===== src/dual_timer_pkg.sv =====
// Package of constants and types for the cascadable dual 8-bit timer.
//
// Notes on behaviour
// - Upper mode 1xx clocks the upper byte from lower overflow, ignoring clock select.
// - 16-bit: clock from lower select; run from upper bits.
// - Counters run alone as 8-bit units or cascade into one 16-bit counter.
// - Timer mode counts selected clock; match raises interrupt and clears counter.
// - After a match clear, counting resumes from zero by itself.
// - Period compare has no shadow; a write takes effect at once.
// - Slowest tap is fc/2^11 or fs/2^3 by stage select; fs/2^3 when slow.
// - Clock select codes: 000 slowest, 001..110 taps, 111 count pin.
// - Mode codes 000 to 111 as timer, divider, PWM, cascade low, 16-bit modes.
// - Clearing the start bit stops and clears the counter; setting starts it.
package dual_timer_pkg;

  // ****************************************
  // Register map
  // ****************************************
  localparam logic [3:0] ADDR_LOWER_CTRL = 4'h0;
  localparam logic [3:0] ADDR_UPPER_CTRL = 4'h1;
  localparam logic [3:0] ADDR_LOWER_PERIOD = 4'h2;
  localparam logic [3:0] ADDR_UPPER_PERIOD = 4'h3;
  localparam logic [3:0] ADDR_LOWER_DUTY = 4'h4;
  localparam logic [3:0] ADDR_UPPER_DUTY = 4'h5;
  localparam logic [3:0] ADDR_LOWER_COUNT = 4'h6;
  localparam logic [3:0] ADDR_UPPER_COUNT = 4'h7;
  localparam logic [3:0] ADDR_MISC = 4'h8;
  localparam int ADDR_W = 4;

  // Control register fields.
  localparam int CTRL_MODE_LSB = 0;
  localparam int CTRL_RUN_BIT = 3;
  localparam int CTRL_CLK_LSB = 4;
  localparam int CTRL_FF_BIT = 7;
  localparam int MISC_STAGE_BIT = 0;
  localparam int MISC_SLOW_BIT = 1;
  localparam logic [7:0] CTRL_RESET = 8'h00;
  localparam logic [7:0] PERIOD_RESET = 8'hFF;
  localparam logic [7:0] DUTY_RESET = 8'hFF;

  // ****************************************
  // Encodings
  // ****************************************
  localparam logic [2:0] MODE_TIMER8 = 3'h0;
  localparam logic [2:0] MODE_DIVIDER8 = 3'h1;
  localparam logic [2:0] MODE_PWM8 = 3'h2;
  localparam logic [2:0] MODE_CASCADE_LOW = 3'h3;
  localparam logic [2:0] CLK_SLOWEST = 3'h0;
  localparam logic [2:0] CLK_PIN = 3'h7;
  localparam int MODE_WIDE_BIT = 2;

  // Prescaler tap positions for fc/2^n.
  localparam int TAP_FC_11 = 10;
  localparam int TAP_FC_7 = 6;
  localparam int TAP_FC_5 = 4;
  localparam int TAP_FC_3 = 2;
  localparam int TAP_FC_1 = 0;
  localparam int TAP_FS_3 = 2;
  localparam int FC_DIV_W = 11;
  localparam int FS_DIV_W = 3;

  // Decoded fields of one control register.
  typedef struct packed {
    logic ff_ctrl;
    logic [2:0] clk_sel;
    logic run;
    logic [2:0] mode;
  } ctrl_t;

endpackage : dual_timer_pkg


===== src/timer_unit.sv =====
// One 8-bit up-counter with period compare and timer-mode match handling.
`timescale 1ns/1ps
module timer_unit
  import dual_timer_pkg::*;
#(
  parameter int WIDTH = 8
) (
  input wire logic core_clk,
  input wire logic sys_rst,
  input wire logic run,
  input wire logic tick,
  input wire logic [WIDTH-1:0] period,
  input wire logic match_enable,
  output logic [WIDTH-1:0] count,
  output logic match,
  output logic wrap
);

  logic [WIDTH-1:0] count_reg;
  logic [WIDTH-1:0] count_next;
  logic hit;

  // Period compared live, with no shadow stage.
  assign hit = match_enable && tick && (count_reg == period);

  // A match clears to zero and counting goes on alone; stop clears too.
  always_comb begin
    count_next = count_reg;
    if (!run) begin
      count_next = '0;
    end else if (hit) begin
      count_next = '0;
    end else if (tick) begin
      count_next = count_reg + 1'b1;
    end
  end

  // Counter register.
  always_ff @(posedge core_clk) begin
    if (sys_rst) begin
      count_reg <= '0;
    end else begin
      count_reg <= count_next;
    end
  end

  assign count = count_reg;
  assign match = run && hit;
  // Overflow feeds the cascade clock of the upper byte.
  assign wrap = run && tick && !hit && (count_reg == {WIDTH{1'b1}});

endmodule : timer_unit


===== src/dual_timer.sv =====
// Top of the cascadable dual 8-bit timer with its register port.
`timescale 1ns/1ps
module dual_timer
  import dual_timer_pkg::*;
(
  input wire logic core_clk,
  input wire logic sys_rst,
  input wire logic [ADDR_W-1:0] reg_addr,
  input wire logic [7:0] reg_wdata,
  input wire logic reg_write,
  input wire logic reg_read,
  output logic [7:0] reg_rdata,
  input wire logic fs_tick,
  input wire logic lower_count_pin,
  input wire logic upper_count_pin,
  output logic lower_compare_match_irq,
  output logic upper_compare_match_irq
);

  // ****************************************
  // Registers
  // ****************************************
  ctrl_t lower_control_reg;
  ctrl_t upper_control_reg;
  logic [7:0] lower_period_reg;
  logic [7:0] upper_period_reg;
  logic [7:0] lower_duty_reg;
  logic [7:0] upper_duty_reg;
  logic divider_stage_select_reg;
  logic slow_state_reg;
  logic [7:0] reg_rdata_reg;
  logic lower_irq_reg;
  logic upper_irq_reg;
  logic [FC_DIV_W-1:0] fc_div_reg;
  logic [FS_DIV_W-1:0] fs_div_reg;
  logic lower_pin_reg;
  logic upper_pin_reg;

  logic wide_mode;
  logic lower_tick;
  logic upper_tick;
  logic lower_run;
  logic upper_run;
  logic [7:0] lower_count;
  logic [7:0] upper_count;
  logic lower_match;
  logic upper_match;
  logic lower_wrap;
  logic upper_wrap;
  logic [FC_DIV_W-1:0] fc_rise;
  logic fs3_rise;

  // Register writes from software.
  always_ff @(posedge core_clk) begin
    if (sys_rst) begin
      lower_control_reg <= CTRL_RESET;
      upper_control_reg <= CTRL_RESET;
      lower_period_reg <= PERIOD_RESET;
      upper_period_reg <= PERIOD_RESET;
      lower_duty_reg <= DUTY_RESET;
      upper_duty_reg <= DUTY_RESET;
      divider_stage_select_reg <= 1'b0;
      slow_state_reg <= 1'b0;
    end else if (reg_write) begin
      case (reg_addr)
        ADDR_LOWER_CTRL: lower_control_reg <= reg_wdata;
        ADDR_UPPER_CTRL: upper_control_reg <= reg_wdata;
        ADDR_LOWER_PERIOD: lower_period_reg <= reg_wdata;
        ADDR_UPPER_PERIOD: upper_period_reg <= reg_wdata;
        ADDR_LOWER_DUTY: lower_duty_reg <= reg_wdata;
        ADDR_UPPER_DUTY: upper_duty_reg <= reg_wdata;
        ADDR_MISC: begin
          divider_stage_select_reg <= reg_wdata[MISC_STAGE_BIT];
          slow_state_reg <= reg_wdata[MISC_SLOW_BIT];
        end
        default: begin
        end
      endcase
    end
  end

  // Read data stand in the cycle after the read strobe; unmapped reads zero.
  always_ff @(posedge core_clk) begin
    if (sys_rst) begin
      reg_rdata_reg <= 8'h00;
    end else if (reg_read) begin
      case (reg_addr)
        ADDR_LOWER_CTRL: reg_rdata_reg <= lower_control_reg;
        ADDR_UPPER_CTRL: reg_rdata_reg <= upper_control_reg;
        ADDR_LOWER_PERIOD: reg_rdata_reg <= lower_period_reg;
        ADDR_UPPER_PERIOD: reg_rdata_reg <= upper_period_reg;
        ADDR_LOWER_DUTY: reg_rdata_reg <= lower_duty_reg;
        ADDR_UPPER_DUTY: reg_rdata_reg <= upper_duty_reg;
        ADDR_LOWER_COUNT: reg_rdata_reg <= lower_count;
        ADDR_UPPER_COUNT: reg_rdata_reg <= upper_count;
        ADDR_MISC: reg_rdata_reg <= {6'h00, slow_state_reg, divider_stage_select_reg};
        default: reg_rdata_reg <= 8'h00;
      endcase
    end else begin
      reg_rdata_reg <= 8'h00;
    end
  end

  // ****************************************
  // Prescaler
  // ****************************************
  // Free-running fc and fs dividers; a tap ticks when its bit rises.
  always_ff @(posedge core_clk) begin
    if (sys_rst) begin
      fc_div_reg <= '0;
    end else begin
      fc_div_reg <= fc_div_reg + 1'b1;
    end
  end

  always_ff @(posedge core_clk) begin
    if (sys_rst) begin
      fs_div_reg <= '0;
    end else if (fs_tick) begin
      fs_div_reg <= fs_div_reg + 1'b1;
    end
  end

  // Count pins: falling edge counts one event.
  always_ff @(posedge core_clk) begin
    if (sys_rst) begin
      lower_pin_reg <= 1'b0;
      upper_pin_reg <= 1'b0;
    end else begin
      lower_pin_reg <= lower_count_pin;
      upper_pin_reg <= upper_count_pin;
    end
  end

  // A tap of fc/2^(n+1) rises when the low n+1 bits of the divider are all ones.
  always_comb begin
    fc_rise = '0;
    for (int i = 0; i < FC_DIV_W; i++) begin
      fc_rise[i] = (fc_div_reg & ((FC_DIV_W'(1) << (i + 1)) - FC_DIV_W'(1)))
                   == ((FC_DIV_W'(1) << (i + 1)) - FC_DIV_W'(1));
    end
  end

  assign fs3_rise = fs_tick && (fs_div_reg == {FS_DIV_W{1'b1}});

  // Clock select decode; the slowest tap depends on stage select and state.
  function automatic logic pick_tick(input logic [2:0] sel, input logic pin_fall);
    logic t;
    t = 1'b0;
    case (sel)
      CLK_SLOWEST: begin
        if (slow_state_reg || divider_stage_select_reg) begin
          t = fs3_rise;
        end else begin
          t = fc_rise[TAP_FC_11];
        end
      end
      3'h1: t = fc_rise[TAP_FC_7];
      3'h2: t = fc_rise[TAP_FC_5];
      3'h3: t = fc_rise[TAP_FC_3];
      3'h4: t = fs_tick;
      3'h5: t = fc_rise[TAP_FC_1];
      3'h6: t = 1'b1;
      CLK_PIN: t = pin_fall;
      default: t = 1'b0;
    endcase
    return t;
  endfunction : pick_tick

  // ****************************************
  // Counters and cascade
  // ****************************************
  assign wide_mode = upper_control_reg.mode[MODE_WIDE_BIT];
  // In 16-bit modes the upper start bit runs both halves.
  assign lower_run = wide_mode ? upper_control_reg.run : lower_control_reg.run;
  assign upper_run = upper_control_reg.run;
  // Tick selection sits in a process so that the taps and state bits read inside the function wake it.
  always_comb begin
    // Lower clock select drives the pair in 16-bit modes.
    lower_tick = pick_tick(lower_control_reg.clk_sel, lower_pin_reg && !lower_count_pin);
    // In 16-bit modes the upper byte takes the lower overflow whatever the clock selects say.
    upper_tick = wide_mode ? lower_wrap
               : pick_tick(upper_control_reg.clk_sel, upper_pin_reg && !upper_count_pin);
  end

  timer_unit #(
    .WIDTH(8)
  ) u_lower (
    .core_clk(core_clk),
    .sys_rst(sys_rst),
    .run(lower_run),
    .tick(lower_tick),
    .period(lower_period_reg),
    .match_enable(!wide_mode && lower_control_reg.mode == MODE_TIMER8),
    .count(lower_count),
    .match(lower_match),
    .wrap(lower_wrap)
  );

  timer_unit #(
    .WIDTH(8)
  ) u_upper (
    .core_clk(core_clk),
    .sys_rst(sys_rst),
    .run(upper_run),
    .tick(upper_tick),
    .period(upper_period_reg),
    .match_enable(upper_control_reg.mode == MODE_TIMER8),
    .count(upper_count),
    .match(upper_match),
    .wrap(upper_wrap)
  );

  // Compare interrupts follow each match one cycle later; a match in consecutive cycles keeps them high.
  always_ff @(posedge core_clk) begin
    if (sys_rst) begin
      lower_irq_reg <= 1'b0;
      upper_irq_reg <= 1'b0;
    end else begin
      lower_irq_reg <= lower_match;
      upper_irq_reg <= upper_match;
    end
  end

  assign reg_rdata = reg_rdata_reg;
  assign lower_compare_match_irq = lower_irq_reg;
  assign upper_compare_match_irq = upper_irq_reg;

  // ****************************************
  // Checks
  // ****************************************
  property p_irq_follows_match;
    @(posedge core_clk) disable iff (sys_rst)
      lower_match |=> lower_compare_match_irq && lower_count == 8'h00;
  endproperty
  a_irq_follows_match: assert property (p_irq_follows_match) else $error("lower irq missing after match");

  property p_irq_single;
    @(posedge core_clk) disable iff (sys_rst)
      upper_compare_match_irq |=> !upper_compare_match_irq;
  endproperty
  a_irq_single: assert property (p_irq_single) else $error("upper irq longer than one cycle");

  property p_stop_clears;
    @(posedge core_clk) disable iff (sys_rst)
      !upper_run |=> upper_count == 8'h00;
  endproperty
  a_stop_clears: assert property (p_stop_clears) else $error("stopped upper counter not clear");

  property p_cascade_clock;
    @(posedge core_clk) disable iff (sys_rst)
      (wide_mode && upper_run && !lower_wrap) |=> upper_count == $past(upper_count);
  endproperty
  a_cascade_clock: assert property (p_cascade_clock) else $error("upper byte moved without overflow");

  property p_resume;
    @(posedge core_clk) disable iff (sys_rst)
      (lower_match ##1 lower_run && lower_tick) |=> lower_count == 8'h01;
  endproperty
  a_resume: assert property (p_resume) else $error("lower counter did not resume from zero");

  property p_live_period;
    @(posedge core_clk) disable iff (sys_rst)
      (upper_run && upper_tick && upper_control_reg.mode == MODE_TIMER8
       && upper_count == upper_period_reg) |-> upper_match;
  endproperty
  a_live_period: assert property (p_live_period) else $error("match on live period missed");

  property p_wide_run;
    @(posedge core_clk) disable iff (sys_rst)
      (wide_mode && !upper_control_reg.run) |=> lower_count == 8'h00;
  endproperty
  a_wide_run: assert property (p_wide_run) else $error("lower half ran without upper start bit");

  property p_slow_tap;
    @(posedge core_clk) disable iff (sys_rst)
      (slow_state_reg && lower_control_reg.clk_sel == CLK_SLOWEST && !fs_tick) |-> !lower_tick;
  endproperty
  a_slow_tap: assert property (p_slow_tap) else $error("slowest tap not from fs in slow state");

  property p_upper_irq_follows;
    @(posedge core_clk) disable iff (sys_rst)
      upper_match |=> upper_compare_match_irq && upper_count == 8'h00;
  endproperty
  a_upper_irq_follows: assert property (p_upper_irq_follows) else $error("upper irq missing after match");

  property p_lower_irq_single;
    @(posedge core_clk) disable iff (sys_rst)
      lower_compare_match_irq |=> !lower_compare_match_irq;
  endproperty
  a_lower_irq_single: assert property (p_lower_irq_single) else $error("lower irq longer than one cycle");

  property p_lower_stop_clears;
    @(posedge core_clk) disable iff (sys_rst)
      !lower_run |=> lower_count == 8'h00;
  endproperty
  a_lower_stop_clears: assert property (p_lower_stop_clears) else $error("stopped lower counter not clear");

  property p_fast_slowest_tap;
    @(posedge core_clk) disable iff (sys_rst)
      (!slow_state_reg && !divider_stage_select_reg && lower_control_reg.clk_sel == CLK_SLOWEST && lower_tick)
      |-> &fc_div_reg;
  endproperty
  a_fast_slowest_tap: assert property (p_fast_slowest_tap) else $error("slowest tap not from fc divider");

  property p_upper_resume;
    @(posedge core_clk) disable iff (sys_rst)
      (upper_match ##1 upper_run && upper_tick) |=> upper_count == 8'h01;
  endproperty
  a_upper_resume: assert property (p_upper_resume) else $error("upper counter did not resume from zero");

  property p_no_wide_match;
    @(posedge core_clk) disable iff (sys_rst)
      wide_mode |-> !lower_match && !upper_match;
  endproperty
  a_no_wide_match: assert property (p_no_wide_match) else $error("timer match while cascaded");

endmodule : dual_timer


===== config.mk =====
export PLATFORM = sky130hd
export DESIGN_NAME = dual_timer
export DESIGN_NICKNAME = d
export VERILOG_FILES = /design/src/dual_timer_pkg.sv /design/src/timer_unit.sv /design/src/dual_timer.sv
export SDC_FILE = /design/constraint.sdc
export NUM_CORES = 1
export LEC_CHECK = 0
export ABC_AREA = 1
export BUFFER_PORTS_ARGS = -buffer_cell sky130_fd_sc_hd__buf_2
export CELL_PAD_IN_SITES_DETAIL_PLACEMENT = 1
export CELL_PAD_IN_SITES_GLOBAL_PLACEMENT = 2
export CORE_UTILIZATION = 36
export CTS_BUF_LIST = sky130_fd_sc_hd__clkbuf_16
export DETAILED_ROUTE_END_ITERATION = 7
export MAX_ROUTING_LAYER = met4
export PLACE_DENSITY_LB_ADDON = 0.1
export RECOVER_POWER = 25
export SYNTH_ARGS = -nofsm -noshare
export SYNTH_HDL_FRONTEND = slang
export SYNTH_HIERARCHICAL = 1
export SYNTH_SLANG_ARGS = --single-unit

===== constraint.sdc =====
create_clock -name core_clk -period 5.5 [get_ports core_clk]
set_input_delay 1.1 -clock core_clk [delete_from_list [all_inputs] [get_ports core_clk]]
set_output_delay 1.1 -clock core_clk [all_outputs]
set_load 0.05 [all_outputs]

== Word-level counts from Yosys, hierarchy flattened ==
Cells that the tools add are included.

* Reductions and logical operators: 33
* Multiplexer cells: 6
* Eq/ne operators: 30
* Bitwise logic cells: 3
* $add $sub $neg: 4

{| class="wikitable"
|+ Operator list
! cell !! count
|-
| one-hot mux 8 bit (9 select lines) || 1
|-
| equality test 3 bit, second input constant || 10
|-
| adder 8 x 1 -> 8 bit, second input constant || 2
|-
| equality test 4 x 3 -> 1 bit, second input constant || 4
|-
| equality test 8 bit || 2
|-
| one-hot mux 1 bit (8 select lines) || 2
|-
| AND reduction 2 bit || 7
|-
| logical AND 1 bit || 13
|-
| equality test 3 x 2 -> 1 bit, second input constant || 4
|-
| zero test 3 bit || 4
|-
| adder 11 x 1 -> 11 bit, second input constant || 1
|-
| equality test 11 bit, second input constant || 1
|-
| equality test 4 x 2 -> 1 bit, second input constant || 2
|-
| equality test 8 bit, second input constant || 1
|-
| equality test 7 bit, second input constant || 1
|-
| equality test 3 x 1 -> 1 bit, second input constant || 2
|-
| OR reduction 3 bit || 2
|-
| equality test 5 bit, second input constant || 1
|-
| equality test 4 x 1 -> 1 bit, second input constant || 1
|-
| equality test 4 bit, second input constant || 1
|-
| zero test 1 bit || 4
|-
| zero test 4 bit || 1
|-
| adder 3 x 1 -> 3 bit, second input constant || 1
|-
| two-way mux 1 bit || 3
|-
| 3 further kinds || 5
|}

* Input port bits: 19
* Logic and storage cells: 99
* Output and inout bits: 10
* Register bits: 92

== Depth between registers and ports, before layout ==
Gate-level depths: netlist (run 1).

* Depth after elaboration: 13
* Mapped depth: 26
* Depth with buffers taken out: 24

== Modules after synthesis ==
Netlist (run 1), hierarchy kept.

{| class="wikitable"
|+ Modules (own cells, without submodules)
! module !! seq. area each (um^2) !! cells each !! area an instance (um^2) !! times used
|-
| dual_timer || 1521.5 || 523 || 3532.1 || 1
|-
| timer_unit || 160.2 || 83 || 543.0 || 2
|}

== Worst setup path after synthesis (run 1) ==
Ideal clock, no wire load.

* Path kind: in2reg
* From: input lower_count_pin
* To: register upper_irq_reg (netlist: upper_compare_match_irq)
* Path slack: 2448 ps
* Cell stages on the path: 23
* Arrival time: 2987 ps
* Setup time: 65 ps
* Buffers on the path: 2
* Data required time: 5435 ps
* Path through: inv_1 a21oi_1 o21ai_0 o21ai_0 nand2_1 buf_6 nand2_2 nor2_2 nand2_1 nor2_2 nand4_1 a21oi_1 nand2_1 nand2_1 buf_6 nand2_1 a21oi_1 nand3_1 nor2_2 nand2_2 nor2_1 inv_1 nor2_1

* Longest elaborated chain between the ends: 12
* Elaborated cells between the ends (all ways): 13
* Those cells by class: 2 x mux; 11 x reduce/logical

{| class="wikitable"
|+ Ends and longest elaborated chain
! item !! line !! RTL
|-
| from (decl) || dual_timer.sv:14 || <nowiki>input wire logic lower_count_pin,</nowiki>
|-
| zero test 1 bit * || dual_timer.sv:180 || <nowiki>lower_tick = pick_tick(lower_control_reg.clk_sel, lower_pin_reg && !lower_count_pin);</nowiki>
|-
| logical AND 1 bit * || dual_timer.sv:180 ||
|-
| one-hot mux 1 bit (8 select lines) * || dual_timer.sv:150 || <nowiki>case (sel)</nowiki>
|-
| net lower_tick || dual_timer.sv:40 || <nowiki>logic lower_tick;</nowiki>
|-
| logical AND 1 bit (2 in a row) || timer_unit.sv:24 || <nowiki>assign hit = match_enable && tick && (count_reg == period);</nowiki>
|-
| zero test 1 bit || timer_unit.sv:50 || <nowiki>assign wrap = run && tick && !hit && (count_reg == {WIDTH{1'b1}});</nowiki>
|-
| logical AND 1 bit * (2 in a row) || timer_unit.sv:50 ||
|-
| net lower_wrap || dual_timer.sv:48 || <nowiki>logic lower_wrap;</nowiki>
|-
| two-way mux 1 bit * || dual_timer.sv:182 || <nowiki>upper_tick = wide_mode ? lower_wrap</nowiki>
|-
| net upper_tick || dual_timer.sv:41 || <nowiki>logic upper_tick;</nowiki>
|-
| logical AND 1 bit * (2 in a row) || timer_unit.sv:24 ||
|-
| logical AND 1 bit * || timer_unit.sv:48 || <nowiki>assign match = run && hit;</nowiki>
|-
| net upper_match || dual_timer.sv:47 || <nowiki>logic upper_match;</nowiki>
|-
| to (signal assigned) || dual_timer.sv:221 || <nowiki>upper_irq_reg <= upper_match;</nowiki>
|-
| to (decl) || dual_timer.sv:33 || <nowiki>logic upper_irq_reg;</nowiki>
|}

Mark *: on every way through the listed nets, which the timed path passes. The rest lies on a longest branch.
A chain may end at the register's enable or synchronous reset.

==> impl_metrics.toml, run 1 <==
[outcome]
status = "finished with violations"
violations = "max-capacitance violations, max-slew violations"

[critical_path]
worstPathMaxFanout = 50
path_cells = "clkbuf_1 > inv_1 > clkbuf_1 > o21ai_0 > a21oi_1"
crit_path_max_incr_delay_ps = 1660
crit_arrival_ps = 4010
cp-start-kind = "input port"
crit_path_frequent_cell = "clkbuf_1"
path_class = "input port to register"
cpMaxStageDelayCell = "clkbuf_1"
ff2ff_path_depth = 23
end_kind = "register"
worst_ep_required_time_ps = 5780
ff2ff_setup_slack_ps = 1860

[clock_network]
post_cts_resized = 0
cts-hold-fix-buffers = 0
h-tree-depth = 3
cts_buffers = 9
cts_setup_buffers = 0
numClockSinks = 92
clk_latency_ps = 360
clockRootBuffer = "clkbuf_16"
max-clock-path-buffers = 2
clkTransAtPathRegs_ps = 70
cts_tree = "yes"

[finish]
area_delta_synth_final_pct = 12.7
final_layout_size_suffix_gt1_share_pct = 8.54
largest_reg_flops = 11
antenna_cells = 0
nets = 735
fin_area_um2 = 5190

[sta]
tightest_slew_ps = 2310
setup-tns-final_ps = 0
relSlewSlack_pct = -54.1
max_freq_mhz = 269
hold_viol = 0
finalCritPeriodShare_pct = 67.7
finalSetupViolCount = 0
clock_skew_ps = 8.17
maxSlewViolCount = 51
fin_crit_ps = 3720
rsz0062_at_grt = "no"

[global_routing]
grt_max_degree = 51
track_usage_pct = 25.4
gr-total-overflow = 0
antenna_found_initial = 0
grt_pass1_vias = 4502
grt_pass1_wl_mm = 24.0

[place]
dpl.hpwl_mm = 11.1
gp_congestion = 0.850
place.port_buffers = 28
placed_cell_area_um2 = 4870

[logic_synthesis]
yosysWarnings = 6
synthCells = 687
synth.cell_area_um2 = 4610
syn_nets = 713
avgSynthCellArea_um2 = 6.71

[job]
maxCapViolCount = 1

[detailed_routing]
wl_per_cell_um = 17.0
first_pass_iters = 4
drc = 0
drt_iter0_drc = 243
route.met2.wl_mm = 7.02
wl_met3_um = 485
routed.top_layer = "met4"
drt-total-wl_mm = 15.0
ant_nets = 0
drt-met1-wl_mm = 7.04
routed-via-count = 4433
viasPerCell = 5.03

[die]
die_x_um = 115
core_um2 = 12300
start_util_pct = 37.6
row_count = 40
pin_count = 29
die-area_um2 = 13300
die_y_um = 115

[power_and_ir_drop]
power_density_nw_per_um2 = 294
ir_drop_mv = 0.133
p_leak_nw = 2.31

[worst_hold_path]
worstHoldPathType = "register to register"
hold_depth = 2
[metrics by stage]
stage	cells	setup slack [ps]	utilization [%]	total power [mW]	hold WS, ps
2_1_floorplan	687	2480	-	0.775	424
3_3_place_gp	866	1850	39.7	0.816	440
3_5_place_dp	866	1720	39.7	0.819	443
4_1_cts	882	1850	42.5	1.54	460
5_1_grt	882	1440	42.4	1.58	489
6_report	882	1780	42.4	1.53	460
[cells in the final DEF, fill, tap and decap left out, drive strengths merged]
| cell type | count |
|---|---|
| nor2 | 94 |
| nand4 | 9 |
| nand3b | 2 |
| or2 | 2 |
| xnor2 | 9 |
| xor2 | 9 |
| o211ai | 2 |
| clkbuf | 20 |
| nand2 | 181 |
| bufinv | 3 |
| dfxtp | 92 |
| nor3 | 8 |
| inv | 89 |
| clkinv | 3 |
| o21ai | 34 |
| nand3 | 96 |
| nor4 | 1 |
| buf | 18 |
| clkinvlp | 1 |
| ha | 7 |
| a21oi | 34 |
[power by group]
group          leakage (nW)  internal [mW]  switching, mW
registers             0.747          0.681         0.0103
logic                  1.40         0.0296         0.0830
clock network         0.163          0.443          0.281
[layer usage]
layer | track usage [%] | vias to the layer above
li1 | - | 2219
met1 | 31.3 | 2108
met2 | 40.5 | 74
met3 | 4.38 | 32
met4 | 11.3 | 0
met5 | - | -
[layout make-up]
cell class | instances | area (µm²)
Sequential cell | 92 | 1840
Tap cell | 168 | 210
Timing Repair Buffer | 29 | 131
Clock buffer | 9 | 225
Multi-Input combinational cell | 488 | 2340
Clock inverter | 7 | 115
Inverter | 89 | 334
Fill cell | 1617 | 7070
[critical path, delay by kind of cell]
kind | cells | cell delay [ps]
buffers and inverters | 3 | 2330
AOI/OAI and AO/OA | 2 | 550
[final timing paths]
| path | startpoint | end |
|---|---|---|
| min reg2reg | upper_duty_reg[0] | upper_duty_reg[0] |
| max | sys_rst | divider_stage_select_reg |
| min | upper_duty_reg[0] | upper_duty_reg[0] |
| max reg2reg | fc_div_reg[0] | upper_compare_match_irq |
(Power assumes the default switching activity.)
==> inputs of run 2 (changes only) <==
--- a/config.mk
+++ b/config.mk
@@ -9,7 +9,7 @@
 export BUFFER_PORTS_ARGS = -buffer_cell sky130_fd_sc_hd__buf_2
 export CELL_PAD_IN_SITES_DETAIL_PLACEMENT = 1
 export CELL_PAD_IN_SITES_GLOBAL_PLACEMENT = 2
-export CORE_UTILIZATION = 36
+export CORE_UTILIZATION = 34
 export CTS_BUF_LIST = sky130_fd_sc_hd__clkbuf_16
 export DETAILED_ROUTE_END_ITERATION = 7
 export MAX_ROUTING_LAYER = met4
==> constraint.sdc (replaced) <==
create_clock -name core_clk -period 3.6 [get_ports core_clk]
set_input_delay 0.72 -clock core_clk [delete_from_list [all_inputs] [get_ports core_clk]]
set_output_delay 0.72 -clock core_clk [all_outputs]
set_load 0.05 [all_outputs]
==> run 2 against run 1 <==
  * Wire length is 0.61% lower
  * The flow now finishes without violations
  * Worst hold slack got worse by 2.2 ps
  * Utilization shrank 3.4 points
  * Die area increased by 5.8%
  * Worst setup slack worse by 1300 ps
  * Combinational power is 53% higher
  * Design area fell by 0.70%
==> impl_metrics.toml, run 2 (same netlist as run 1, synthesis figures left out) <==
[clock_network]
cts_setup_buffers = 0
numClockSinks = 92
cts-hold-fix-buffers = 0
cts_buffers = 9
cts_tree = "yes"
clockRootBuffer = "clkbuf_16"
clkTransAtPathRegs_ps = 70
h-tree-depth = 3
max-clock-path-buffers = 2
clk_latency_ps = 340

[critical_path]
path_class = "register to register"
cp-start-kind = "register"
path_cells = "ha_1 > nand3_1 > inv_1 > ha_1 > o21ai_0 > nand3_1 > o21ai_0 > nand2_1 > nand2_2 > nor2_2 > nand2_1 > nor2_2 > nand4_1 > a21oi_1 > nand2_1 > nand2_2 > nand2_2 > nor2_2 > nand2_1 > nor2_2 > xor2_1 > nor2_1"
worst_ep_required_time_ps = 3840
crit_arrival_ps = 3370
cp-startpoint = "fc_div_reg[0]"
worstReg2RegEnd = "u_upper/count[6]"
end_kind = "register"
crit_path_end = "u_upper/count[6]"
crit_path_max_incr_delay_ps = 390
ff2ff_path_depth = 22
cpMaxStageDelayCell = "dfxtp_1"
ff2ff_setup_slack_ps = 470
rr_startpoint = "fc_div_reg[0]"
worstPathMaxFanout = 7

[die]
row_count = 42
die-area_um2 = 14000
start_util_pct = 34.8
die_y_um = 118
core_um2 = 13200
pin_count = 29
die_x_um = 118

[worst_hold_path]
hold_start = "upper_control_reg[7]"
worstHoldPathType = "register to register"

[place]
place.port_buffers = 28
dpl.hpwl_mm = 11.2
gp_congestion = 0.819
placed_cell_area_um2 = 4910
dp_slack_ps = 319

[sta]
finalCritPeriodShare_pct = 86.9
finalSetupViolCount = 0
hold_viol = 0
setup-tns-final_ps = 0
maxSlewViolCount = 0
max_freq_mhz = 320
rsz0062_at_grt = "no"
tightest_slew_ps = 1350
clock_skew_ps = 6.14
worst_slack_ps = 471
fin_crit_ps = 3130
relSlewSlack_pct = 10.0

[power_and_ir_drop]
power_density_nw_per_um2 = 406
total_power_mw = 2.09
p_leak_nw = 2.30
ir_drop_mv = 0.221

[detailed_routing]
drt-total-wl_mm = 14.9
drt_iter0_drc = 216
viasPerCell = 4.90
drc = 0
wl_per_cell_um = 16.7
first_pass_iters = 4
ant_nets = 0
routed-via-count = 4384

[finish]
final_cell_mix = "173 x nand2_1, 96 x nand3_1, 92 x dfxtp_1"
nets = 739
layout_commonest_cell = "nand2_1"
fin_util_pct = 38.9
antenna_cells = 0
largest_reg_flops = 11
area_delta_synth_final_pct = 12.0
fin_area_um2 = 5160
final_layout_size_suffix_gt1_share_pct = 9.05

[global_routing]
gr-total-overflow = 0
grt_pass1_vias = 4413
grt_max_degree = 51
track_usage_pct = 23.2
grt_pass1_wl_mm = 23.9
antenna_found_initial = 0

[outcome]
status = "finished clean"

[job]
maxCapViolCount = 0
[run 2: cell types whose count changed in the layout (fill, tap and decap cells not counted)]
cell        previous run  this run
buf_4                  0         4
bufinv_16              3         0
clkinv_2               1         3
clkbuf_1              11        10
clkbuf_2               0         1
clkinv_1               1         2
clkinvlp_4             1         0
inv_1                 84        85
nand2_1              174       173
nand2_2                5         6
[run 2: critical path: cells and delay by family (launching register included)]
family / cells / cell delay [ps]
XOR/XNOR: 1 / 170
AO/OA/AOI/OAI: 3 / 370
adder cells (fa/ha/maj): 2 / 360
buffers and inverters: 1 / 90
flip-flops: 1 / 390
AND/OR/NAND/NOR: 15 / 1630
[run 2: repair_timing]
| item | in CTS | in global routing |
|---|---|---|
| resized for setup | 0 | 1 |
| endpoints found under the setup margin | 0 | 1 |
| endpoints found under the hold margin | 0 | 0 |
[run 2: metal layers]
metal / global-route usage [%] / part of all wire, %
met1: 29.5 / 48
met2: 38.9 / 49
met3: 2.94 / 2.1
met4: 6.01 / 0.88
met5: - / 0
[run 2: worst min path at each step]
stage                                 to  slack (ps)  cells past startpoint
global placement    upper_control_reg[7]         440                      2
finish              upper_control_reg[7]         460                      2
floorplan           upper_control_reg[7]         420                      2
detailed placement  upper_control_reg[7]         440                      2
global route        upper_control_reg[7]         470                      2
CTS                 upper_control_reg[7]         450                      2
[run 2: final cells by class]
cell class                 count  area (µm²)
fill                        1780        8090
multi-input combinational    488        2340
sequential                    92        1840
inverter                      89         334
clock buffer                   9         225
tap                          176         220
timing repair buffer          33         163
clock inverter                 7        35.0
[run 2: power breakdown]
part           switching, mW  internal [mW]  total (mW)  leakage [nW]
Combinational          0.127         0.0466       0.173          1.42
Sequential            0.0162           1.04        1.06         0.747
Clock                  0.407          0.459       0.865         0.135
Total                  0.549           1.55        2.09          2.30
[run 2: per-stage QoR]
step | hold slack, ps | instances
floorplan | 424 | 687
global placement | 435 | 878
detailed placement | 443 | 878
CTS | 453 | 894
global route | 473 | 894
finish | 457 | 894
==> inputs of run 3 (changes only) <==
==> constraint.sdc (replaced) <==
create_clock -name core_clk -period 3.55 [get_ports core_clk]
set_input_delay 0.71 -clock core_clk [delete_from_list [all_inputs] [get_ports core_clk]]
set_output_delay 0.71 -clock core_clk [all_outputs]
set_load 0.05 [all_outputs]
==> run 3 against run 2 <==
  * Clock skew is 1.2 ps higher
  * Wire length is 1.1% higher
  * Design area is 1.9% higher
  * Sequential share of layout area is 0.65 points lower
  * Largest power group is now the clock network
  * Combinational power hardly changed
  * Total power is 15% higher
  * Largest cell class unchanged
==> impl_metrics.toml, run 3 (same netlist as run 1, synthesis figures left out) <==
[outcome]
status = "finished clean"

[critical_path]
ff2ff_setup_slack_ps = 330
cp_top_family = "simple AND/OR/NAND/NOR gates"
crit_path_frequent_cell = "nand2_1"
end_kind = "register"
cpMaxStageDelayCell = "dfxtp_1"
ff2ff_path_depth = 23
crit_buf_inv = 1
crit_path_max_incr_delay_ps = 390
worst_ep_required_time_ps = 3830
path_cells = "ha_1 > nand3_1 > nor2_1 > nand3_1 > nand2_1 > nand4_1 > nand2_1 > nand2_2 > nor2_2 > nand2_1 > nor2_2 > nand4_1 > a21oi_1 > nand2_1 > nand2_2 > nand2_1 > a21oi_1 > nand3_1 > nor2_2 > nand2_2 > nor2_1 > inv_1 > nor2_1"
path_class = "register to register"
worstReg2RegEnd = "upper_compare_match_irq"
crit_arrival_ps = 3490
rr_startpoint = "fc_div_reg[0]"
worstPathMaxFanout = 7
cp-start-kind = "register"

[clock_network]
numClockSinks = 92
cts_setup_buffers = 0
cts_tree = "yes"
clk_latency_ps = 350
clkTransAtPathRegs_ps = 60
cts_buffers = 9
clockRootBuffer = "clkbuf_16"
h-tree-depth = 3
max-clock-path-buffers = 2

[sta]
fin_crit_ps = 3220
maxSlewViolCount = 0
hold_viol = 0
max_freq_mhz = 311
rsz0062_at_grt = "no"
relSlewSlack_pct = 14.7
holdWs_ps = 450
tightest_slew_ps = 1280
finalCritPeriodShare_pct = 90.6
finalSetupViolCount = 0
clock_skew_ps = 7.31
setup-tns-final_ps = 0

[finish]
largest_reg_flops = 11
stdcell_count = 894
antenna_cells = 0
final_layout_size_suffix_gt1_share_pct = 9.05
layout_commonest_cell = "nand2_1"
fillers = 1750
final_cell_mix = "173 x nand2_1, 96 x nand3_1, 92 x dfxtp_1"
nets = 739
area_delta_synth_final_pct = 14.0

[worst_hold_path]
hold_depth = 2
hold_start = "upper_control_reg[7]"
worstHoldPathType = "register to register"
hold_path_end = "upper_control_reg[7]"

[die]
die_x_um = 118
row_count = 42
start_util_pct = 34.8
pin_count = 29
die-area_um2 = 14000
core_um2 = 13200
die_y_um = 118

[place]
gp_congestion = 0.899
dp.cells = 878
place.port_buffers = 28
dpl.hpwl_mm = 11.3

[detailed_routing]
drt_iter0_drc = 190
drc = 0
ant_nets = 0
routed-via-count = 4416
first_pass_iters = 4
viasPerCell = 4.94
drt-total-wl_mm = 15.1
wl_per_cell_um = 16.9

[power_and_ir_drop]
power_density_nw_per_um2 = 460
ir_drop_mv = 0.274
p_leak_nw = 2.35

[global_routing]
track_usage_pct = 23.5
antenna_found_initial = 0
gr-total-overflow = 0
grt_pass1_wl_mm = 24.3
grt_pass1_vias = 4467
grt_max_degree = 51

[job]
maxCapViolCount = 0
[run 3: changes by cell type in the layout (fill, tap and decap cells not counted)]
| cell | before | now |
|---|---|---|
| bufinv_16 | 0 | 4 |
| clkinv_1 | 2 | 1 |
| clkinv_2 | 3 | 0 |
| clkinv_4 | 1 | 0 |
| inv_1 | 85 | 86 |
[run 3: how the worst max path moves through the flow]
stage,cells past startpoint,slack [ps],to,from
after global routing,23,10,upper_compare_match_irq,fc_div_reg[0]
after floorplan,25,780,upper_compare_match_irq,fc_div_reg[0]
after global placement,21,350,upper_compare_match_irq,fs_tick
after CTS,23,240,upper_compare_match_irq,fc_div_reg[0]
after detailed placement,20,270,u_upper/count[7],fs_tick
final,23,330,upper_compare_match_irq,fc_div_reg[0]
[run 3: what timing repair did]
item                                   CTS  global route
resized for setup                        0             1
setup endpoints to repair                0             9
hold buffers                             0             0
endpoints found under the hold margin    0             0
[run 3: stage by stage]
stage | area (µm²) | util [%] | worst slack (ps) | power, mW
after floorplan | 4610 | - | 776 | 1.20
after global placement | 4910 | 37.1 | 355 | 1.27
after detailed placement | 4910 | 37.1 | 272 | 1.27
after CTS | 5270 | 39.8 | 240 | 2.45
after global routing | 5250 | 39.7 | 15.0 | 2.51
final | 5250 | 39.7 | 333 | 2.42
[run 3: area by class of cell]
| cell class | instances | area [µm²] | share of cell area (%) |
|---|---|---|---|
| repair buffers | 33 | 163 | 3.10 |
| well taps | 176 | 220 | 4.19 |
| flip-flops and latches | 92 | 1840 | 35.1 |
| clock inverters | 7 | 131 | 2.50 |
| multi-input cells | 488 | 2340 | 44.5 |
| clock buffers | 9 | 225 | 4.29 |
| inverters | 89 | 334 | 6.36 |
[run 3: where the power goes]
group          internal [mW]  switching, mW
combinational         0.0475          0.128
clock                  0.752          0.419
sequential              1.05         0.0165
[run 3: tightest hold or removal path, stage by stage (launching register included)]
cell and delay, ps:
dfxtp_1 310, inv_1 50, a21oi_1 50
[run 3: per-layer routing]
layer	vias to the layer above	track usage [%]	share of wire (%)	wire length, µm
met5	-	-	0	0
met2	68	38.1	48	7200
met4	0	6.33	1.4	212
met3	16	5.02	3.5	526
li1	2226	-	-	-
met1	2106	29.5	47	7160
